==> src/bcd_defines.vh <==
// Constants for the bit and control operation decoder
`ifndef BCD_DEFINES_VH
`define BCD_DEFINES_VH

// Opcode nibbles in word bits 15:12
`define BCD_NIB_BIT_SET     4'h8
`define BCD_NIB_BIT_CLR     4'h9
`define BCD_NIB_BIT_INV     4'h7
`define BCD_NIB_SKIP_ZERO   4'hB
`define BCD_NIB_SKIP_ONE    4'hA
`define BCD_NIB_COND        4'hE
`define BCD_NIB_REL         4'hD
`define BCD_NIB_SECOND      4'hF
`define BCD_NIB_ZERO        4'h0

// Sub-fields of the 1110 group, bits 11:8
`define BCD_COND_PFX        1'h0
`define BCD_CALL_PFX        3'h6
`define BCD_JUMP_HI         4'hF

// Full control words, and the upper-bit prefixes of the two return forms
`define BCD_W_NOP           16'h0000
`define BCD_W_WDT           16'h0004
`define BCD_W_PUSH          16'h0005
`define BCD_W_POP           16'h0006
`define BCD_W_DAW           16'h0007
`define BCD_W_RESET         16'h00FF
`define BCD_W_RETI_HI       15'h0008
`define BCD_W_LITERAL_RETURN_OP_HI      8'h0C

// Bit unit modes
`define BCD_BM_CLR          2'h0
`define BCD_BM_SET          2'h1
`define BCD_BM_INV          2'h2
`define BCD_BM_TEST         2'h3

// Operation classes reported with each executed word
`define BCD_OP_NOP          5'h00
`define BCD_OP_BIT_CLR      5'h01
`define BCD_OP_BIT_SET      5'h02
`define BCD_OP_BIT_INV      5'h03
`define BCD_OP_SKIP_ZERO    5'h04
`define BCD_OP_SKIP_ONE     5'h05
`define BCD_OP_COND_BR      5'h06
`define BCD_OP_REL_JUMP     5'h07
`define BCD_OP_REL_CALL     5'h08
`define BCD_OP_ABS_CALL     5'h09
`define BCD_OP_ABS_JUMP     5'h0A
`define BCD_OP_WDT          5'h0B
`define BCD_OP_DAW          5'h0C
`define BCD_OP_POP          5'h0D
`define BCD_OP_PUSH         5'h0E
`define BCD_OP_RESET        5'h0F
`define BCD_OP_RETI         5'h10
`define BCD_OP_LITERAL_RETURN_OP        5'h11
`define BCD_OP_OTHER        5'h12

// Decoder states
`define BCD_ST_RUN          3'h0
`define BCD_ST_FLUSH        3'h1
`define BCD_ST_WORD2        3'h2
`define BCD_ST_SKIP         3'h3
`define BCD_ST_SKIP2        3'h4

`endif

==> src/bcd_bit_unit.v <==
// Single-bit modify and test on a file register byte
`timescale 1ns/1ps
`include "bcd_defines.vh"

module bcd_bit_unit (
    input  wire [7:0] data_in,    // Current file register value
    input  wire [2:0] bit_sel,    // Selected bit number
    input  wire [1:0] mode,       // Clear, set, invert or test
    output reg  [7:0] data_out,   // Modified byte
    output wire       bit_value   // Selected bit before change
);

    wire [7:0] mask;

    assign mask      = 8'h01 << bit_sel;
    assign bit_value = |(data_in & mask);

    // Only the selected bit moves; a test leaves the byte alone
    always @* begin
        case (mode)
            `BCD_BM_CLR: data_out = data_in & ~mask;
            `BCD_BM_SET: data_out = data_in | mask;
            `BCD_BM_INV: data_out = data_in ^ mask;
            default:     data_out = data_in;
        endcase
    end

endmodule // bcd_bit_unit

==> src/bcd_branch_unit.v <==
// Branch condition check and relative target adder
`timescale 1ns/1ps
`include "bcd_defines.vh"

module bcd_branch_unit #(
    parameter AW = 21                    // Program address width
) (
    input  wire [2:0]    cond,           // Condition field
    input  wire          zero_flag,      // Status zero
    input  wire          carry_flag,     // Status carry
    input  wire          ovf_flag,       // Status overflow
    input  wire          neg_flag,       // Status negative
    input  wire [10:0]   offset,         // Word offset, signed
    input  wire          long_offset,    // 11-bit form, else 8-bit
    input  wire [AW-1:0] pc_next,        // Address of next word
    output reg           taken,          // Condition holds
    output wire [AW-1:0] target          // Relative target address
);

    wire [AW-1:0] sext;

    // Word offset sign-extended then doubled into a byte offset
    assign sext = long_offset ?
        {{(AW-12){offset[10]}}, offset, 1'b0} :
        {{(AW-9){offset[7]}}, offset[7:0], 1'b0};
    assign target = pc_next + sext;

    // Odd codes are the negated sense of the even code below them
    always @* begin
        case (cond[2:1])
            2'h0:    taken = zero_flag  ^ cond[0];
            2'h1:    taken = carry_flag ^ cond[0];
            2'h2:    taken = ovf_flag   ^ cond[0];
            default: taken = neg_flag   ^ cond[0];
        endcase
    end

endmodule // bcd_branch_unit

==> src/bcd_decoder.v <==
// Decoder for bit-oriented and control instruction words
`timescale 1ns/1ps
`include "bcd_defines.vh"

module bcd_decoder #(
    parameter AW = 21                        // Program address width
) (
    input  wire          clk,                // Core clock
    input  wire          sys_rst,            // Synchronous reset
    input  wire          instr_valid,        // Fetched word present
    input  wire [15:0]   instr_word,         // Fetched word
    input  wire [AW-1:0] pc_next,            // Address after this word
    input  wire [7:0]    file_rd_data,       // Addressed file byte
    input  wire          zero_flag,          // Status zero
    input  wire          carry_flag,         // Status carry
    input  wire          ovf_flag,           // Status overflow
    input  wire          neg_flag,           // Status negative
    output reg           op_valid,           // Result outputs valid
    output reg  [4:0]    op_class,           // Decoded class
    output reg           nop_cycle,          // Cycle runs as no-op
    output reg  [7:0]    file_addr,          // File address field
    output reg           access_bank,        // Access bank select
    output reg  [2:0]    bit_sel,            // Bit number field
    output reg           file_wr_en,         // Write back file byte
    output reg  [7:0]    file_wr_data,       // Byte to write back
    output reg           pc_load,            // Load program counter
    output reg  [AW-1:0] pc_target,          // New program address
    output reg           stack_push,         // Push stack_top_entry
    output reg           stack_pop,          // Drop stack_top_entry
    output reg           shadow_save,        // Save shadow copies
    output reg           shadow_restore,     // Restore shadow copies
    output reg           working_register_load,          // Load working_register
    output reg  [7:0]    working_register_literal,       // Literal for it
    output reg           watchdog_restart_op,// Restart watchdog
    output reg           timeout_flag_set,   // Set timeout_flag
    output reg           powerdown_flag_set, // Set powerdown_flag
    output reg           decimal_adjust_op,  // Adjust working_register
    output reg           soft_reset,         // Software device reset
    output reg           global_irq_enable,  // Re-enable global irq
    output reg           peripheral_irq_enable // Re-enable periph irq
);

    // Decoder state and held first word of a two-word op
    reg  [2:0]    state;
    reg  [2:0]    next_state;
    reg  [7:0]    first_lo;
    reg  [7:0]    next_first_lo;
    reg           first_call;
    reg           next_first_call;
    reg           first_shadow;
    reg           next_first_shadow;

    // Next values of the registered outputs
    reg           next_op_valid;
    reg  [4:0]    next_op_class;
    reg           next_nop_cycle;
    reg           next_file_wr_en;
    reg           next_pc_load;
    reg  [AW-1:0] next_pc_target;
    reg           next_stack_push;
    reg           next_stack_pop;
    reg           next_shadow_save;
    reg           next_shadow_restore;
    reg           next_working_register_load;
    reg           next_wdt;
    reg           next_daw;
    reg           next_soft_reset;
    reg           next_irq_en;
    reg  [1:0]    bit_mode;

    // Field views of the incoming word
    wire [3:0]    nib;
    wire [7:0]    bit_result;
    wire          bit_value;
    wire          cond_taken;
    wire [AW-1:0] rel_target;
    wire          is_two_word_first;
    wire [AW-1:0] abs_target;

    assign nib = instr_word[15:12];

    // First words that are followed by a 1111 extension word
    assign is_two_word_first = (nib == `BCD_NIB_COND) &&
        ((instr_word[11:9] == `BCD_CALL_PFX) ||
         (instr_word[11:8] == `BCD_JUMP_HI));

    // Absolute byte address: 20-bit word address, doubled
    assign abs_target = {{(AW-21){1'b0}}, instr_word[11:0],
                         first_lo, 1'b0};

    bcd_bit_unit u_bit (
        .data_in   (file_rd_data),
        .bit_sel   (instr_word[11:9]),
        .mode      (bit_mode),
        .data_out  (bit_result),
        .bit_value (bit_value)
    );

    bcd_branch_unit #(
        .AW (AW)
    ) u_branch (
        .cond        (instr_word[10:8]),
        .zero_flag   (zero_flag),
        .carry_flag  (carry_flag),
        .ovf_flag    (ovf_flag),
        .neg_flag    (neg_flag),
        .offset      (instr_word[10:0]),
        .long_offset (nib == `BCD_NIB_REL),
        .pc_next     (pc_next),
        .taken       (cond_taken),
        .target      (rel_target)
    );

    // Bit unit mode from the opcode nibble
    always @* begin
        case (nib)
            `BCD_NIB_BIT_CLR: bit_mode = `BCD_BM_CLR;
            `BCD_NIB_BIT_SET: bit_mode = `BCD_BM_SET;
            `BCD_NIB_BIT_INV: bit_mode = `BCD_BM_INV;
            default:          bit_mode = `BCD_BM_TEST;
        endcase
    end

    // Main decode: every accepted word gives exactly one cycle
    always @* begin
        next_state          = state;
        next_first_lo       = first_lo;
        next_first_call     = first_call;
        next_first_shadow   = first_shadow;
        next_op_valid       = 1'b0;
        next_op_class       = `BCD_OP_NOP;
        next_nop_cycle      = 1'b0;
        next_file_wr_en     = 1'b0;
        next_pc_load        = 1'b0;
        next_pc_target      = rel_target;
        next_stack_push     = 1'b0;
        next_stack_pop      = 1'b0;
        next_shadow_save    = 1'b0;
        next_shadow_restore = 1'b0;
        next_working_register_load      = 1'b0;
        next_wdt            = 1'b0;
        next_daw            = 1'b0;
        next_soft_reset     = 1'b0;
        next_irq_en         = 1'b0;
        if (instr_valid) begin
            next_op_valid = 1'b1;
            case (state)
                // Word fetched behind a flow change is discarded
                `BCD_ST_FLUSH: begin
                    next_nop_cycle = 1'b1;
                    next_state     = `BCD_ST_RUN;
                end
                // Skipped word; a two-word op costs one more cycle
                `BCD_ST_SKIP: begin
                    next_nop_cycle = 1'b1;
                    next_state = is_two_word_first ?
                                 `BCD_ST_SKIP2 : `BCD_ST_RUN;
                end
                `BCD_ST_SKIP2: begin
                    next_nop_cycle = 1'b1;
                    next_state     = `BCD_ST_RUN;
                end
                // Extension word completes the absolute transfer
                `BCD_ST_WORD2: begin
                    next_state = `BCD_ST_RUN;
                    if (nib == `BCD_NIB_SECOND) begin
                        next_pc_load   = 1'b1;
                        next_pc_target = abs_target;
                        // Word fetched behind the pair is now stale
                        next_state     = `BCD_ST_FLUSH;
                        if (first_call) begin
                            next_op_class    = `BCD_OP_ABS_CALL;
                            next_stack_push  = 1'b1;
                            next_shadow_save = first_shadow;
                        end else begin
                            next_op_class = `BCD_OP_ABS_JUMP;
                        end
                    end else begin
                        // Malformed pair: drop the first word and this one
                        next_op_class  = `BCD_OP_OTHER;
                        next_nop_cycle = 1'b1;
                    end
                end
                default: begin
                    case (nib)
                        `BCD_NIB_BIT_CLR: begin
                            next_op_class   = `BCD_OP_BIT_CLR;
                            next_file_wr_en = 1'b1;
                        end
                        `BCD_NIB_BIT_SET: begin
                            next_op_class   = `BCD_OP_BIT_SET;
                            next_file_wr_en = 1'b1;
                        end
                        `BCD_NIB_BIT_INV: begin
                            next_op_class   = `BCD_OP_BIT_INV;
                            next_file_wr_en = 1'b1;
                        end
                        `BCD_NIB_SKIP_ZERO: begin
                            next_op_class = `BCD_OP_SKIP_ZERO;
                            if (!bit_value)
                                next_state = `BCD_ST_SKIP;
                        end
                        `BCD_NIB_SKIP_ONE: begin
                            next_op_class = `BCD_OP_SKIP_ONE;
                            if (bit_value)
                                next_state = `BCD_ST_SKIP;
                        end
                        `BCD_NIB_REL: begin
                            next_pc_load = 1'b1;
                            next_state   = `BCD_ST_FLUSH;
                            if (instr_word[11]) begin
                                next_op_class   = `BCD_OP_REL_CALL;
                                next_stack_push = 1'b1;
                            end else begin
                                next_op_class = `BCD_OP_REL_JUMP;
                            end
                        end
                        `BCD_NIB_COND: begin
                            if (instr_word[11] == `BCD_COND_PFX) begin
                                next_op_class = `BCD_OP_COND_BR;
                                if (cond_taken) begin
                                    next_pc_load = 1'b1;
                                    next_state   = `BCD_ST_FLUSH;
                                end
                            end else if (is_two_word_first) begin
                                // Hold low target bits for word two
                                next_first_lo     = instr_word[7:0];
                                next_first_call   = ~instr_word[9] |
                                                    ~instr_word[8];
                                next_first_shadow = instr_word[8];
                                next_op_class     = `BCD_OP_NOP;
                                next_state        = `BCD_ST_WORD2;
                            end else begin
                                next_op_class = `BCD_OP_OTHER;
                            end
                        end
                        `BCD_NIB_SECOND: begin
                            next_op_class  = `BCD_OP_NOP;
                            next_nop_cycle = 1'b1;
                        end
                        `BCD_NIB_ZERO: begin
                            if (instr_word == `BCD_W_NOP) begin
                                next_op_class  = `BCD_OP_NOP;
                                next_nop_cycle = 1'b1;
                            end else if (instr_word == `BCD_W_WDT) begin
                                next_op_class = `BCD_OP_WDT;
                                next_wdt      = 1'b1;
                            end else if (instr_word == `BCD_W_DAW) begin
                                next_op_class = `BCD_OP_DAW;
                                next_daw      = 1'b1;
                            end else if (instr_word == `BCD_W_POP) begin
                                next_op_class  = `BCD_OP_POP;
                                next_stack_pop = 1'b1;
                            end else if (instr_word == `BCD_W_PUSH) begin
                                next_op_class   = `BCD_OP_PUSH;
                                next_stack_push = 1'b1;
                            end else if (instr_word == `BCD_W_RESET) begin
                                next_op_class   = `BCD_OP_RESET;
                                next_soft_reset = 1'b1;
                                next_state      = `BCD_ST_RUN;
                            end else if (instr_word[15:1] ==
                                         `BCD_W_RETI_HI) begin
                                next_op_class       = `BCD_OP_RETI;
                                next_stack_pop      = 1'b1;
                                next_pc_load        = 1'b1;
                                next_irq_en         = 1'b1;
                                next_shadow_restore = instr_word[0];
                                next_state          = `BCD_ST_FLUSH;
                            end else if (instr_word[15:8] ==
                                         `BCD_W_LITERAL_RETURN_OP_HI) begin
                                next_op_class  = `BCD_OP_LITERAL_RETURN_OP;
                                next_stack_pop = 1'b1;
                                next_pc_load   = 1'b1;
                                next_working_register_load = 1'b1;
                                next_state     = `BCD_ST_FLUSH;
                            end else begin
                                next_op_class = `BCD_OP_OTHER;
                            end
                        end
                        default: next_op_class = `BCD_OP_OTHER;
                    endcase
                end
            endcase
        end
    end

    // Registered outputs; field copies follow every accepted word.
    // Returns load the pc from the stack, so the target is unused there.
    always @(posedge clk) begin
        if (sys_rst) begin
            state                 <= `BCD_ST_RUN;
            first_lo              <= 8'h00;
            first_call            <= 1'b0;
            first_shadow          <= 1'b0;
            op_valid              <= 1'b0;
            op_class              <= `BCD_OP_NOP;
            nop_cycle             <= 1'b0;
            file_addr             <= 8'h00;
            access_bank           <= 1'b0;
            bit_sel               <= 3'h0;
            file_wr_en            <= 1'b0;
            file_wr_data          <= 8'h00;
            pc_load               <= 1'b0;
            pc_target             <= {AW{1'b0}};
            stack_push            <= 1'b0;
            stack_pop             <= 1'b0;
            shadow_save           <= 1'b0;
            shadow_restore        <= 1'b0;
            working_register_load             <= 1'b0;
            working_register_literal          <= 8'h00;
            watchdog_restart_op   <= 1'b0;
            timeout_flag_set      <= 1'b0;
            powerdown_flag_set    <= 1'b0;
            decimal_adjust_op     <= 1'b0;
            soft_reset            <= 1'b0;
            global_irq_enable     <= 1'b0;
            peripheral_irq_enable <= 1'b0;
        end else begin
            state                 <= next_state;
            first_lo              <= next_first_lo;
            first_call            <= next_first_call;
            first_shadow          <= next_first_shadow;
            op_valid              <= next_op_valid;
            op_class              <= next_op_class;
            nop_cycle             <= next_nop_cycle;
            file_wr_en            <= next_file_wr_en;
            pc_load               <= next_pc_load;
            stack_push            <= next_stack_push;
            stack_pop             <= next_stack_pop;
            shadow_save           <= next_shadow_save;
            shadow_restore        <= next_shadow_restore;
            working_register_load             <= next_working_register_load;
            watchdog_restart_op   <= next_wdt;
            timeout_flag_set      <= next_wdt;
            powerdown_flag_set    <= next_wdt;
            decimal_adjust_op     <= next_daw;
            soft_reset            <= next_soft_reset;
            global_irq_enable     <= next_irq_en;
            peripheral_irq_enable <= next_irq_en;
            if (instr_valid) begin
                file_addr    <= instr_word[7:0];
                access_bank  <= instr_word[8];
                bit_sel      <= instr_word[11:9];
                file_wr_data <= bit_result;
                working_register_literal <= instr_word[7:0];
                pc_target    <= next_pc_target;
            end
        end
    end

endmodule // bcd_decoder

==> config.mk <==
export PLATFORM = sky130hd
export DESIGN_NAME = bcd_decoder
export DESIGN_NICKNAME = d
export VERILOG_FILES = /design/src/bcd_bit_unit.v /design/src/bcd_branch_unit.v /design/src/bcd_decoder.v
export VERILOG_INCLUDE_DIRS = /design/src
export SDC_FILE = /design/constraint.sdc
export NUM_CORES = 1
export LEC_CHECK = 0
export BUFFER_PORTS_ARGS = -buffer_cell sky130_fd_sc_hd__buf_2
export CORE_MARGIN = 8
export CORE_UTILIZATION = 36
export CTS_CLUSTER_DIAMETER = 40
export DETAILED_ROUTE_END_ITERATION = 8
export HOLD_SLACK_MARGIN = 0.02
export MAX_ROUTING_LAYER = met4
export PLACE_DENSITY = 0.62
export SLEW_MARGIN = 30
export SYNTH_ARGS = -nofsm -noshare
export SYNTH_HDL_FRONTEND = slang
export SYNTH_SLANG_ARGS = --single-unit
==> constraint.sdc <==
create_clock -name clk -period 3.4 [get_ports clk]
set_clock_uncertainty 0.05 [all_clocks]
set_input_delay 0.17 -clock clk [delete_from_list [all_inputs] [get_ports clk]]
set_output_delay 0.17 -clock clk [all_outputs]
set_load 0.01 [all_outputs]
==> results of run 1 <==
==> per-layer routing <==
| layer | vias up | track usage (%) | routed length (um) |
|---|---|---|---|
| met5 | - | - | 0 |
| met4 | 0 | 7.29 | 333 |
| met3 | 25 | 3.33 | 973 |
| met2 | 169 | 31.2 | 7580 |
| met1 | 2215 | 21.6 | 6460 |
| li1 | 2324 | - | - |
==> path summary, 6_finish.rpt <==
path | to | slack (ns) | cells after the start
setup / recovery | pc_target[16]$_SDFFE_PP0P_ | 0.73 | 14
hold / removal | pc_target[0]$_SDFFE_PP0P_ | 0.06 | 3
setup reg to reg | first_call$_SDFFE_PP0P_ | 1.27 | 6
hold reg to reg | pc_target[2]$_SDFFE_PP0P_ | 0.41 | 2
==> kinds of logic (layout without fill, tap and decap cells) <==
group / count (synthesis) / count (layout)
AOI/OAI and AO/OA: 153 / 153
xor gates and xnor gates: 17 / 17
adders and majority gates: 44 / 44
buffers and inverters: 68 / 169
DFF: 72 / 72
muxes: 23 / 23
and+or+nand+nor: 223 / 223
==> cells in the final DEF (no fill, tap or decap), types with 6 or more instances in the layout <==
| cell type | synthesis | final |
|---|---|---|
| buf_2 | 3 | 121 |
| dfxtp_1 | 72 | 72 |
| nor2_1 | 70 | 69 |
| nand2_1 | 60 | 60 |
| o21ai_0 | 43 | 43 |
| ha_1 | 43 | 43 |
| a21oi_1 | 34 | 34 |
| inv_1 | 23 | 23 |
| mux2i_1 | 22 | 22 |
| a22oi_1 | 21 | 21 |
| nor3_1 | 15 | 15 |
| nand3_1 | 12 | 12 |
| a311oi_1 | 11 | 11 |
| buf_4 | 11 | 11 |
| or3_1 | 10 | 10 |
| nor2b_1 | 9 | 9 |
| nand2b_1 | 9 | 9 |
| xnor2_1 | 9 | 9 |
| clkbuf_16 | 0 | 9 |
| xor2_1 | 8 | 8 |
| a211oi_1 | 7 | 7 |
| and3_1 | 7 | 7 |
| nor3b_1 | 6 | 6 |
==> Yosys cell counts (all sizes together) (10+ instances only) <==
master / number / area (um^2)
dfxtp: 72 / 1440
mux2i: 22 / 220
or3: 10 / 62.6
clkbuf: 26 / 97.6
nor2: 70 / 263
o21ai: 45 / 225
nor3: 15 / 75.1
a21oi: 34 / 170
buf: 19 / 116
nand2: 60 / 225
a22oi: 22 / 170
inv: 23 / 86.3
nand3: 12 / 60.1
a311oi: 11 / 96.3
ha: 43 / 538
==> flip-flops by register name, indices dropped and copies added (netlist names), 3 cells and up <==
signal,count
bit_sel,3
file_wr_data,8
working_register_literal,8
pc_target,21
state,3
first_lo,8
op_class,5
==> per-stage QoR <==
step           hold slack, ns  cell area [um^2]  util (%)
2_1_floorplan           0.251              4760         -
3_3_place_gp            0.385              5460      41.7
3_5_place_dp            0.394              5460      41.7
4_1_cts                0.0511              5770      44.1
5_1_grt                0.0788              5770      44.1
6_report               0.0610              5770      44.1
==> power breakdown <==
group	internal [mW]	switching (mW)	total, mW	leakage [nW]
Clock	0.651	0.355	1.01	0.154
Combinational	0.222	0.334	0.556	1.97
Sequential	0.894	0.0293	0.924	0.590
==> critical path: stages <==
cell,delay (ns)
buf_2,0.28
nand2_1,0.17
nor2b_1,0.27
buf_4,0.20
nand2_1,0.06
nand2_1,0.11
buf_4,0.18
ha_1,0.29
nand2_1,0.11
nor2_1,0.06
a22o_1,0.26
a311oi_1,0.36
xor2_1,0.19
o21ai_0,0.10
==> final cells by class <==
cell class                 instances  share of cell area [%]
multi-input combinational        460                    52.4
clock inverter                     4                    1.21
tap                              176                    3.82
sequential                        72                    25.0
clock buffer                      10                    4.14
inverter                          23                    1.50
timing repair buffer             132                    11.9
==> flow_metrics.py, run 1 <==
metrics = {
    "floorplan": {
        "die_x_um": 131,
        "coreArea_um2": 13100,
        "die_h_um": 131,
        "io_pins": 122,
        "die_area_um2": 17200,
        "initial_core_util_pct": 36.4,
        "rows": 42,
    },
    "sta": {
        "fin_ws_ns": 0.727,
        "final-max-slew-violation-count": 0,
        "setup_viol": 0,
        "setup_tns_ns": 0,
        "finalHoldViolCount": 0,
        "max_slew_margin_pct": 49.9,
        "rsz0062_at_grt": "false",
        "post-route-period-util_pct": 78.6,
        "worstMarginPinSlew_ns": 0.750,
        "fmax_mhz": 374,
        "finalCriticalPeriod_ns": 2.67,
    },
    "clock_tree": {
        "cts_inserted_buffers": 9,
        "ctsHoldBuffers": 0,
        "cts_tree": "done",
        "max-clock-path-buffers": 2,
        "clkSinkCount": 72,
        "cts-resized-gates": 0,
        "clkTransAtPathRegs_ns": 0.06,
        "cts.htree.levels": 3,
        "cts_setup_buffers": 0,
        "clock_latency_ns": 0.33,
        "clk_root_buffer_cell": "clkbuf_16",
    },
    "logic_synthesis": {
        "synthSimpleGateAreaFrac_pct": 23.0,
        "synth.avg_cell_area_um2": 7.94,
        "synth_ff_type": "dfxtp_1",
        "synth_area_um2": 4760,
        "synth_edf_count": 0,
        "yosys.area_share.adder_pct": 11.7,
        "synth_top_family_by_area": "simple AND/OR/NAND/NOR gates",
        "synth_xor_area_share_pct": 3.13,
        "synthArstFlopShare_pct": 0,
        "synth_mux_area_share_pct": 5.10,
        "ys_warn_count": 0,
        "synth.net_count": 696,
        "ys_seq_area_share_pct": 30.3,
        "synth_cell_types": 57,
        "syn_inst": 600,
        "synth_compound_area_share_pct": 20.5,
        "ys_ff_latch": 72,
    },
    "final_layout": {
        "multi_input_area_um2": 3020,
        "layout-drive-gt1-share_pct": 21.7,
        "seq_area_um2": 1440,
        "final_nets": 794,
        "filler_cell_count": 1324,
        "areaGrowthSynthToFinish_pct": 21.1,
        "diodes": 0,
        "finalNonFillerCells": 877,
    },
    "power_and_ir_drop": {
        "powerDensity_nw_per_um2": 431,
        "fin_total_pwr_mw": 2.49,
        "vdd_drop_max_v": 0.000192,
        "leakage_nw": 2.72,
    },
    "global_routing": {
        "grt_use_total_pct": 18.6,
        "grt_max_degree": 35,
        "overflow": 0,
        "antenna_found_initial": 0,
        "grt_pass1_vias": 4736,
        "grt_pass1_wl_um": 24100,
    },
    "setup_path": {
        "critical_path.startpoint": "instr_word[14]",
        "cp.required_ns": 3.54,
        "critical_path_class": "input pin to flop",
        "startpoint_type": "input pin",
        "cp-end-kind": "flop",
        "reg2reg_from": "state[0]$_SDFFE_PP0P_",
        "path_max_fanout": 21,
        "arrival_ns": 2.82,
    },
    "placement": {
        "port_buffers": 121,
        "dp_hpwl_um": 11600,
        "place_inst": 863,
        "gp_congestion": 0.914,
        "dp_slack_ns": 0.461,
    },
    "route": {
        "wirelength_um": 15400,
        "routed_via_density": 5.40,
        "vias": 4733,
        "drc": 0,
        "ant_nets": 0,
        "routedWlPerCell_um": 17.5,
        "drt-initial-drc-count": 401,
        "firstDrtPassIters": 5,
    },
    "run": {
        "max_cap_violations": 0,
    },
    "min_path": {
        "worstHoldStart": "pc_next[0]",
        "holdCritPathClass": "input pin to flop",
    },
    "run_status": {
        "status": "completed",
    },
}
Note: power is estimated with default switching activity, not from simulation.
==> inputs of run 2 (changes only) <==
--- a/config.mk
+++ b/config.mk
@@ -13,7 +13,7 @@
 export DETAILED_ROUTE_END_ITERATION = 8
 export HOLD_SLACK_MARGIN = 0.02
 export MAX_ROUTING_LAYER = met4
-export PLACE_DENSITY = 0.62
+export PLACE_DENSITY = 0.64
 export SLEW_MARGIN = 30
 export SYNTH_ARGS = -nofsm -noshare
 export SYNTH_HDL_FRONTEND = slang
==> constraint.sdc (replaced) <==
create_clock -name clk -period 2.4 [get_ports clk]
set_clock_uncertainty 0.05 [all_clocks]
set_input_delay 0.12 -clock clk [delete_from_list [all_inputs] [get_ports clk]]
set_output_delay 0.12 -clock clk [all_outputs]
set_load 0.01 [all_outputs]
==> run 2 against run 1 <==
Effect of this change:
- global-route usage is 0.34 points higher
- sequential power is 42% higher
- utilization is 3.3 points higher
- die area stayed put
==> flow_metrics.py, run 2 (synthesis gave the netlist of run 1 again) <==
metrics = {
    "clock_tree": {
        "max-clock-path-buffers": 2,
        "cts.htree.levels": 3,
        "clock_latency_ns": 0.33,
        "clk_root_buffer_cell": "clkbuf_16",
        "cts_setup_buffers": 0,
        "clkTransAtPathRegs_ns": 0.06,
        "cts_tree": "done",
        "clkSinkCount": 72,
        "cts_inserted_buffers": 9,
    },
    "setup_path": {
        "ff2ff_path_depth": 6,
        "path_max_fanout": 7,
        "worstSetupPathDepth": 12,
        "critical_path_class": "input pin to flop",
        "slowest_delay_ns": 0.33,
        "crit_path_frequent_cell": "o21ai_0",
        "critical-path-slowest-cell": "a22o_2",
        "cp_cell_sequence": "buf_2 > nor2b_2 > nor2b_4 > nand2b_4 > nand2_1 > ha_1 > a21oi_1 > o21ai_0 > a22o_2 > a311oi_2 > xor2_1 > o21ai_0",
        "arrival_ns": 2.35,
        "cp-end-kind": "flop",
        "critPathTopFamily": "compound AO/OA/AOI/OAI gates",
        "r2r-end": "pc_target[10]$_SDFFE_PP0P_",
        "reg2reg_setup_slack_ns": 0.47,
        "cp.required_ns": 2.55,
        "startpoint_type": "input pin",
        "cp.buffers_inverters": 1,
        "reg2reg_from": "state[1]$_SDFFE_PP0P_",
    },
    "min_path": {
        "worstHoldEndpoint": "file_wr_data[6]$_SDFFE_PP0P_",
        "worstHoldStart": "file_rd_data[6]",
        "holdPathStages": 3,
        "holdCritPathClass": "input pin to flop",
    },
    "final_layout": {
        "seq_area_um2": 1440,
        "layout-drive-gt1-share_pct": 27.5,
        "final_util_pct": 47.4,
        "final_cell_mix": "buf_2 (121), dfxtp_1 (72), nor2_1 (70)",
        "top_register": "pc_target",
        "areaGrowthSynthToFinish_pct": 30.1,
        "largest_register_ffs": 21,
        "multi_input_area_um2": 3090,
        "diodes": 0,
        "filler_cell_count": 1313,
        "final_nets": 841,
        "final_common_cell": "buf_2",
    },
    "route": {
        "wirelength_um": 15800,
        "drt-initial-drc-count": 381,
        "ant_nets": 0,
        "firstDrtPassIters": 5,
        "drc": 0,
        "vias": 4912,
        "routedWlPerCell_um": 17.0,
        "routed_via_density": 5.31,
    },
    "power_and_ir_drop": {
        "vdd_drop_max_v": 0.000290,
        "fin_total_pwr_mw": 3.55,
        "powerDensity_nw_per_um2": 572,
        "leakage_nw": 2.95,
    },
    "global_routing": {
        "grt_pass1_wl_um": 24700,
        "grt_pass1_vias": 4895,
        "grt_max_degree": 41,
        "grt_use_total_pct": 18.9,
        "antenna_found_initial": 0,
        "overflow": 0,
    },
    "sta": {
        "worstMarginPinSlew_ns": 0.550,
        "setup_viol": 0,
        "max_slew_margin_pct": 63.2,
        "finalHoldViolCount": 0,
        "final-max-slew-violation-count": 0,
        "finalCriticalPeriod_ns": 2.20,
        "whs_ns": 0.0256,
        "rsz0062_at_grt": "false",
        "fmax_mhz": 454,
        "post-route-period-util_pct": 91.7,
    },
    "floorplan": {
        "die_area_um2": 17200,
        "die_x_um": 131,
        "rows": 42,
        "coreArea_um2": 13100,
        "die_h_um": 131,
        "io_pins": 122,
        "initial_core_util_pct": 36.4,
    },
    "run_status": {
        "status": "completed",
    },
    "placement": {
        "port_buffers": 121,
        "gp_congestion": 0.886,
        "dp_hpwl_um": 12100,
    },
    "run": {
        "max_cap_violations": 0,
    },
}
==> run 2: cell types whose count changed in the layout (fill, tap and decap cells not counted), sizes merged <==
cell	before	now
buf	132	177
clkinv	2	3
dlygate4sd3	0	2
bufinv	2	1
clkbuf	10	11
==> run 2: worst min-delay path: stages <==
cell	delay, ns
buf_2	0.12
nand2_1	0.05
a311oi_1	0.07
==> run 2: through the flow <==
step	TNS (ns)	setup WS, ns	cells	area (um^2)
4_1_cts	0	0.101	925	6160
5_1_grt	0	0.0131	925	6200
6_report	0	0.199	925	6200
3_5_place_dp	-1.30	-0.231	908	5860
3_3_place_gp	-0.797	-0.172	908	5860
2_1_floorplan	-0.00242	-0.00242	600	4810
==> run 2: worst max path at each step <==
stage | start | endpoint
2_1_floorplan | instr_word[13] | pc_target[16]$_SDFFE_PP0P_
3_3_place_gp | instr_word[12] | pc_target[16]$_SDFFE_PP0P_
3_5_place_dp | instr_word[13] | pc_target[16]$_SDFFE_PP0P_
4_1_cts | instr_word[13] | pc_target[16]$_SDFFE_PP0P_
5_1_grt | instr_word[12] | pc_target[16]$_SDFFE_PP0P_
6_report | instr_word[13] | pc_target[16]$_SDFFE_PP0P_
==> run 2: cell type report <==
cell class	count	share of cell area (%)
inverter	23	1.39
sequential	72	23.3
timing repair buffer	179	17.3
tap	176	3.55
clock inverter	4	0.727
multi-input combinational	460	49.9
clock buffer	11	3.92
==> run 2: repair_timing <==
item                                   in CTS  in global routing
setup endpoints to repair                   0                  9
gates resized for setup                     0                  7
hold buffers                                2                  0
endpoints found under the hold margin       2                  0
==> run 2: power by group <==
group          switching (mW)  internal, mW  leakage, nW  total (mW)
Clock                   0.514         0.822        0.145        1.34
Sequential             0.0399          1.27        0.590        1.31
Combinational           0.507         0.396         2.22       0.903
Total                    1.06          2.49         2.95        3.55
==> run 2: layer usage <==
layer / vias up / global-route usage [%] / routed length [um]
li1: 2423 / - / -
met1: 2319 / 22.9 / 7050
met2: 153 / 31.6 / 7700
met3: 17 / 2.64 / 747
met4: 0 / 6.28 / 259
met5: - / - / 0
==> inputs of run 3 (changes only) <==
--- a/config.mk
+++ b/config.mk
@@ -11,9 +11,10 @@
 export CORE_UTILIZATION = 36
 export CTS_CLUSTER_DIAMETER = 40
 export DETAILED_ROUTE_END_ITERATION = 8
+export GPL_TIMING_DRIVEN = 0
 export HOLD_SLACK_MARGIN = 0.02
 export MAX_ROUTING_LAYER = met4
-export PLACE_DENSITY = 0.64
+export PLACE_DENSITY = 0.65
 export SLEW_MARGIN = 30
 export SYNTH_ARGS = -nofsm -noshare
 export SYNTH_HDL_FRONTEND = slang
==> run 3 against run 2 <==
Effect of this change:
- largest power group is now registers
- highest routed layer unchanged
- wire length is 2.6% lower
- critical path depth unchanged
- first-iteration DRC count is 14% lower
==> flow_metrics.py, run 3 (synthesis gave the netlist of run 1 again) <==
metrics = {
    "placement": {
        "port_buffers": 118,
        "dp_slack_ns": -0.596,
        "gp_congestion": 0.918,
        "place_inst": 894,
        "place_area_um2": 5640,
        "dp_hpwl_um": 12000,
    },
    "global_routing": {
        "grt_max_degree": 14,
        "antenna_found_initial": 0,
        "grt_pass1_wl_um": 23900,
        "grt_pass1_vias": 4639,
        "grt_use_total_pct": 18.4,
        "overflow": 0,
    },
    "min_path": {
        "worstHoldStart": "file_rd_data[2]",
        "holdPathStages": 3,
        "worstHoldEndpoint": "file_wr_data[2]$_SDFFE_PP0P_",
        "holdCritPathClass": "input pin to flop",
    },
    "route": {
        "routed_via_density": 5.36,
        "routedWlPerCell_um": 16.9,
        "ant_nets": 0,
        "firstDrtPassIters": 5,
        "wirelength_um": 15300,
        "drt-initial-drc-count": 326,
        "vias": 4875,
        "drc": 0,
    },
    "power_and_ir_drop": {
        "p_int_mw": 2.41,
        "seqPwrFrac_pct": 37.7,
        "powerDensity_nw_per_um2": 572,
        "p_sw_share_pct": 30.4,
        "combPwrFrac_pct": 24.5,
        "fin_total_pwr_mw": 3.47,
        "leakage_nw": 2.80,
        "vdd_drop_max_v": 0.000322,
        "power.switching_mw": 1.06,
        "power_frac_clock_pct": 37.8,
    },
    "sta": {
        "finalHoldViolCount": 0,
        "fmax_mhz": 442,
        "max_slew_margin_pct": 52.7,
        "worstMarginPinSlew_ns": 0.704,
        "final-max-slew-violation-count": 0,
        "setup_tns_ns": 0,
        "whs_ns": 0.0245,
        "fin_ws_ns": 0.137,
        "setup_viol": 0,
        "finalCriticalPeriod_ns": 2.26,
        "post-route-period-util_pct": 94.3,
    },
    "final_layout": {
        "finalNonFillerCells": 909,
        "layout-drive-gt1-share_pct": 24.8,
        "largest_register_ffs": 21,
        "areaGrowthSynthToFinish_pct": 27.3,
        "diodes": 0,
        "top_register": "pc_target",
        "final_common_cell": "buf_2",
        "final_nets": 825,
        "final_util_pct": 46.3,
        "final_cell_mix": "buf_2 (119), dfxtp_1 (72), nor2_1 (70)",
        "stdcell_area_um2": 6060,
    },
    "setup_path": {
        "reg2reg_setup_slack_ns": 0.18,
        "cp.required_ns": 2.53,
        "arrival_ns": 2.40,
        "ff2ff_path_depth": 6,
        "reg2reg_from": "state[1]$_SDFFE_PP0P_",
        "cp-end-kind": "flop",
        "critical_path_class": "input pin to flop",
        "startpoint_type": "input pin",
        "path_max_fanout": 10,
        "r2r-end": "pc_target[17]$_SDFFE_PP0P_",
    },
    "clock_tree": {
        "clock_latency_ns": 0.33,
        "max-clock-path-buffers": 2,
        "clkSinkCount": 72,
        "cts_inserted_buffers": 9,
        "cts.htree.levels": 3,
        "clkTransAtPathRegs_ns": 0.07,
        "clk_root_buffer_cell": "clkbuf_16",
        "cts_tree": "done",
    },
    "run_status": {
        "status": "completed",
    },
    "floorplan": {
        "die_area_um2": 17200,
        "rows": 42,
        "die_x_um": 131,
        "io_pins": 122,
        "initial_core_util_pct": 36.4,
        "die_h_um": 131,
        "coreArea_um2": 13100,
    },
    "run": {
        "max_cap_violations": 0,
    },
}
-- run 3: changes by cell type in the layout (fill, tap and decap cells not counted), sizes merged --
cell,delta
clkinvlp,+1
dlygate4sd3,-1
clkbuf,+20
clkinv,+1
buf,-37
-- run 3: what timing repair did --
| item | CTS | global route |
|---|---|---|
| resized for setup | 10 | 30 |
| pin swaps | 2 | 6 |
| hold buffers | 1 | 0 |
| buffers inserted | 1 | 0 |
| endpoints found under the setup margin | 15 | 15 |
| hold endpoints to repair | 1 | 0 |
-- run 3: metal layers --
layer	part of all wire (%)	GRT usage (%)	vias to the layer above
met2	48	29.7	159
met3	5.6	3.08	26
met4	2.1	6.01	0
met5	0	-	-
met1	45	22.8	2289
li1	-	-	2401
-- run 3: layout make-up --
| class | count | area (um^2) |
|---|---|---|
| clock buffer | 9 | 225 |
| sequential | 72 | 1440 |
| tap | 176 | 220 |
| inverter | 23 | 86.3 |
| fill | 1343 | 7020 |
| buffer | 43 | 240 |
| timing repair buffer | 120 | 611 |
| multi-input combinational | 460 | 3180 |
| clock inverter | 6 | 61.3 |
-- run 3: worst max path at each step --
stage / from / endpoint
5_1_grt: instr_word[14] / pc_target[16]$_SDFFE_PP0P_
6_report: instr_word[9] / state[0]$_SDFFE_PP0P_
3_3_place_gp: instr_word[9] / state[2]$_SDFFE_PP0P_
3_5_place_dp: instr_word[9] / state[0]$_SDFFE_PP0P_
4_1_cts: instr_word[13] / pc_target[16]$_SDFFE_PP0P_
2_1_floorplan: instr_word[13] / pc_target[16]$_SDFFE_PP0P_
-- run 3: power groups by stage --
stage	Clock, mW	Sequential [mW]	Combinational, mW
floorplan	0	1.36	0.495
global placement	0	1.33	0.803
detailed placement	0	1.33	0.807
CTS	1.33	1.31	0.825
global route	1.39	1.32	0.945
finish	1.31	1.31	0.850
-- run 3: critical path, stage by stage --
cell,delay [ns]
buf_2,0.16
buf_6,0.17
nor2_1,0.05
and2_1,0.17
ha_1,0.19
nor4_2,0.22
nand3_1,0.17
nor3b_1,0.18
or4_4,0.52
a31oi_4,0.24
or3_1,0.14
a21oi_1,0.06
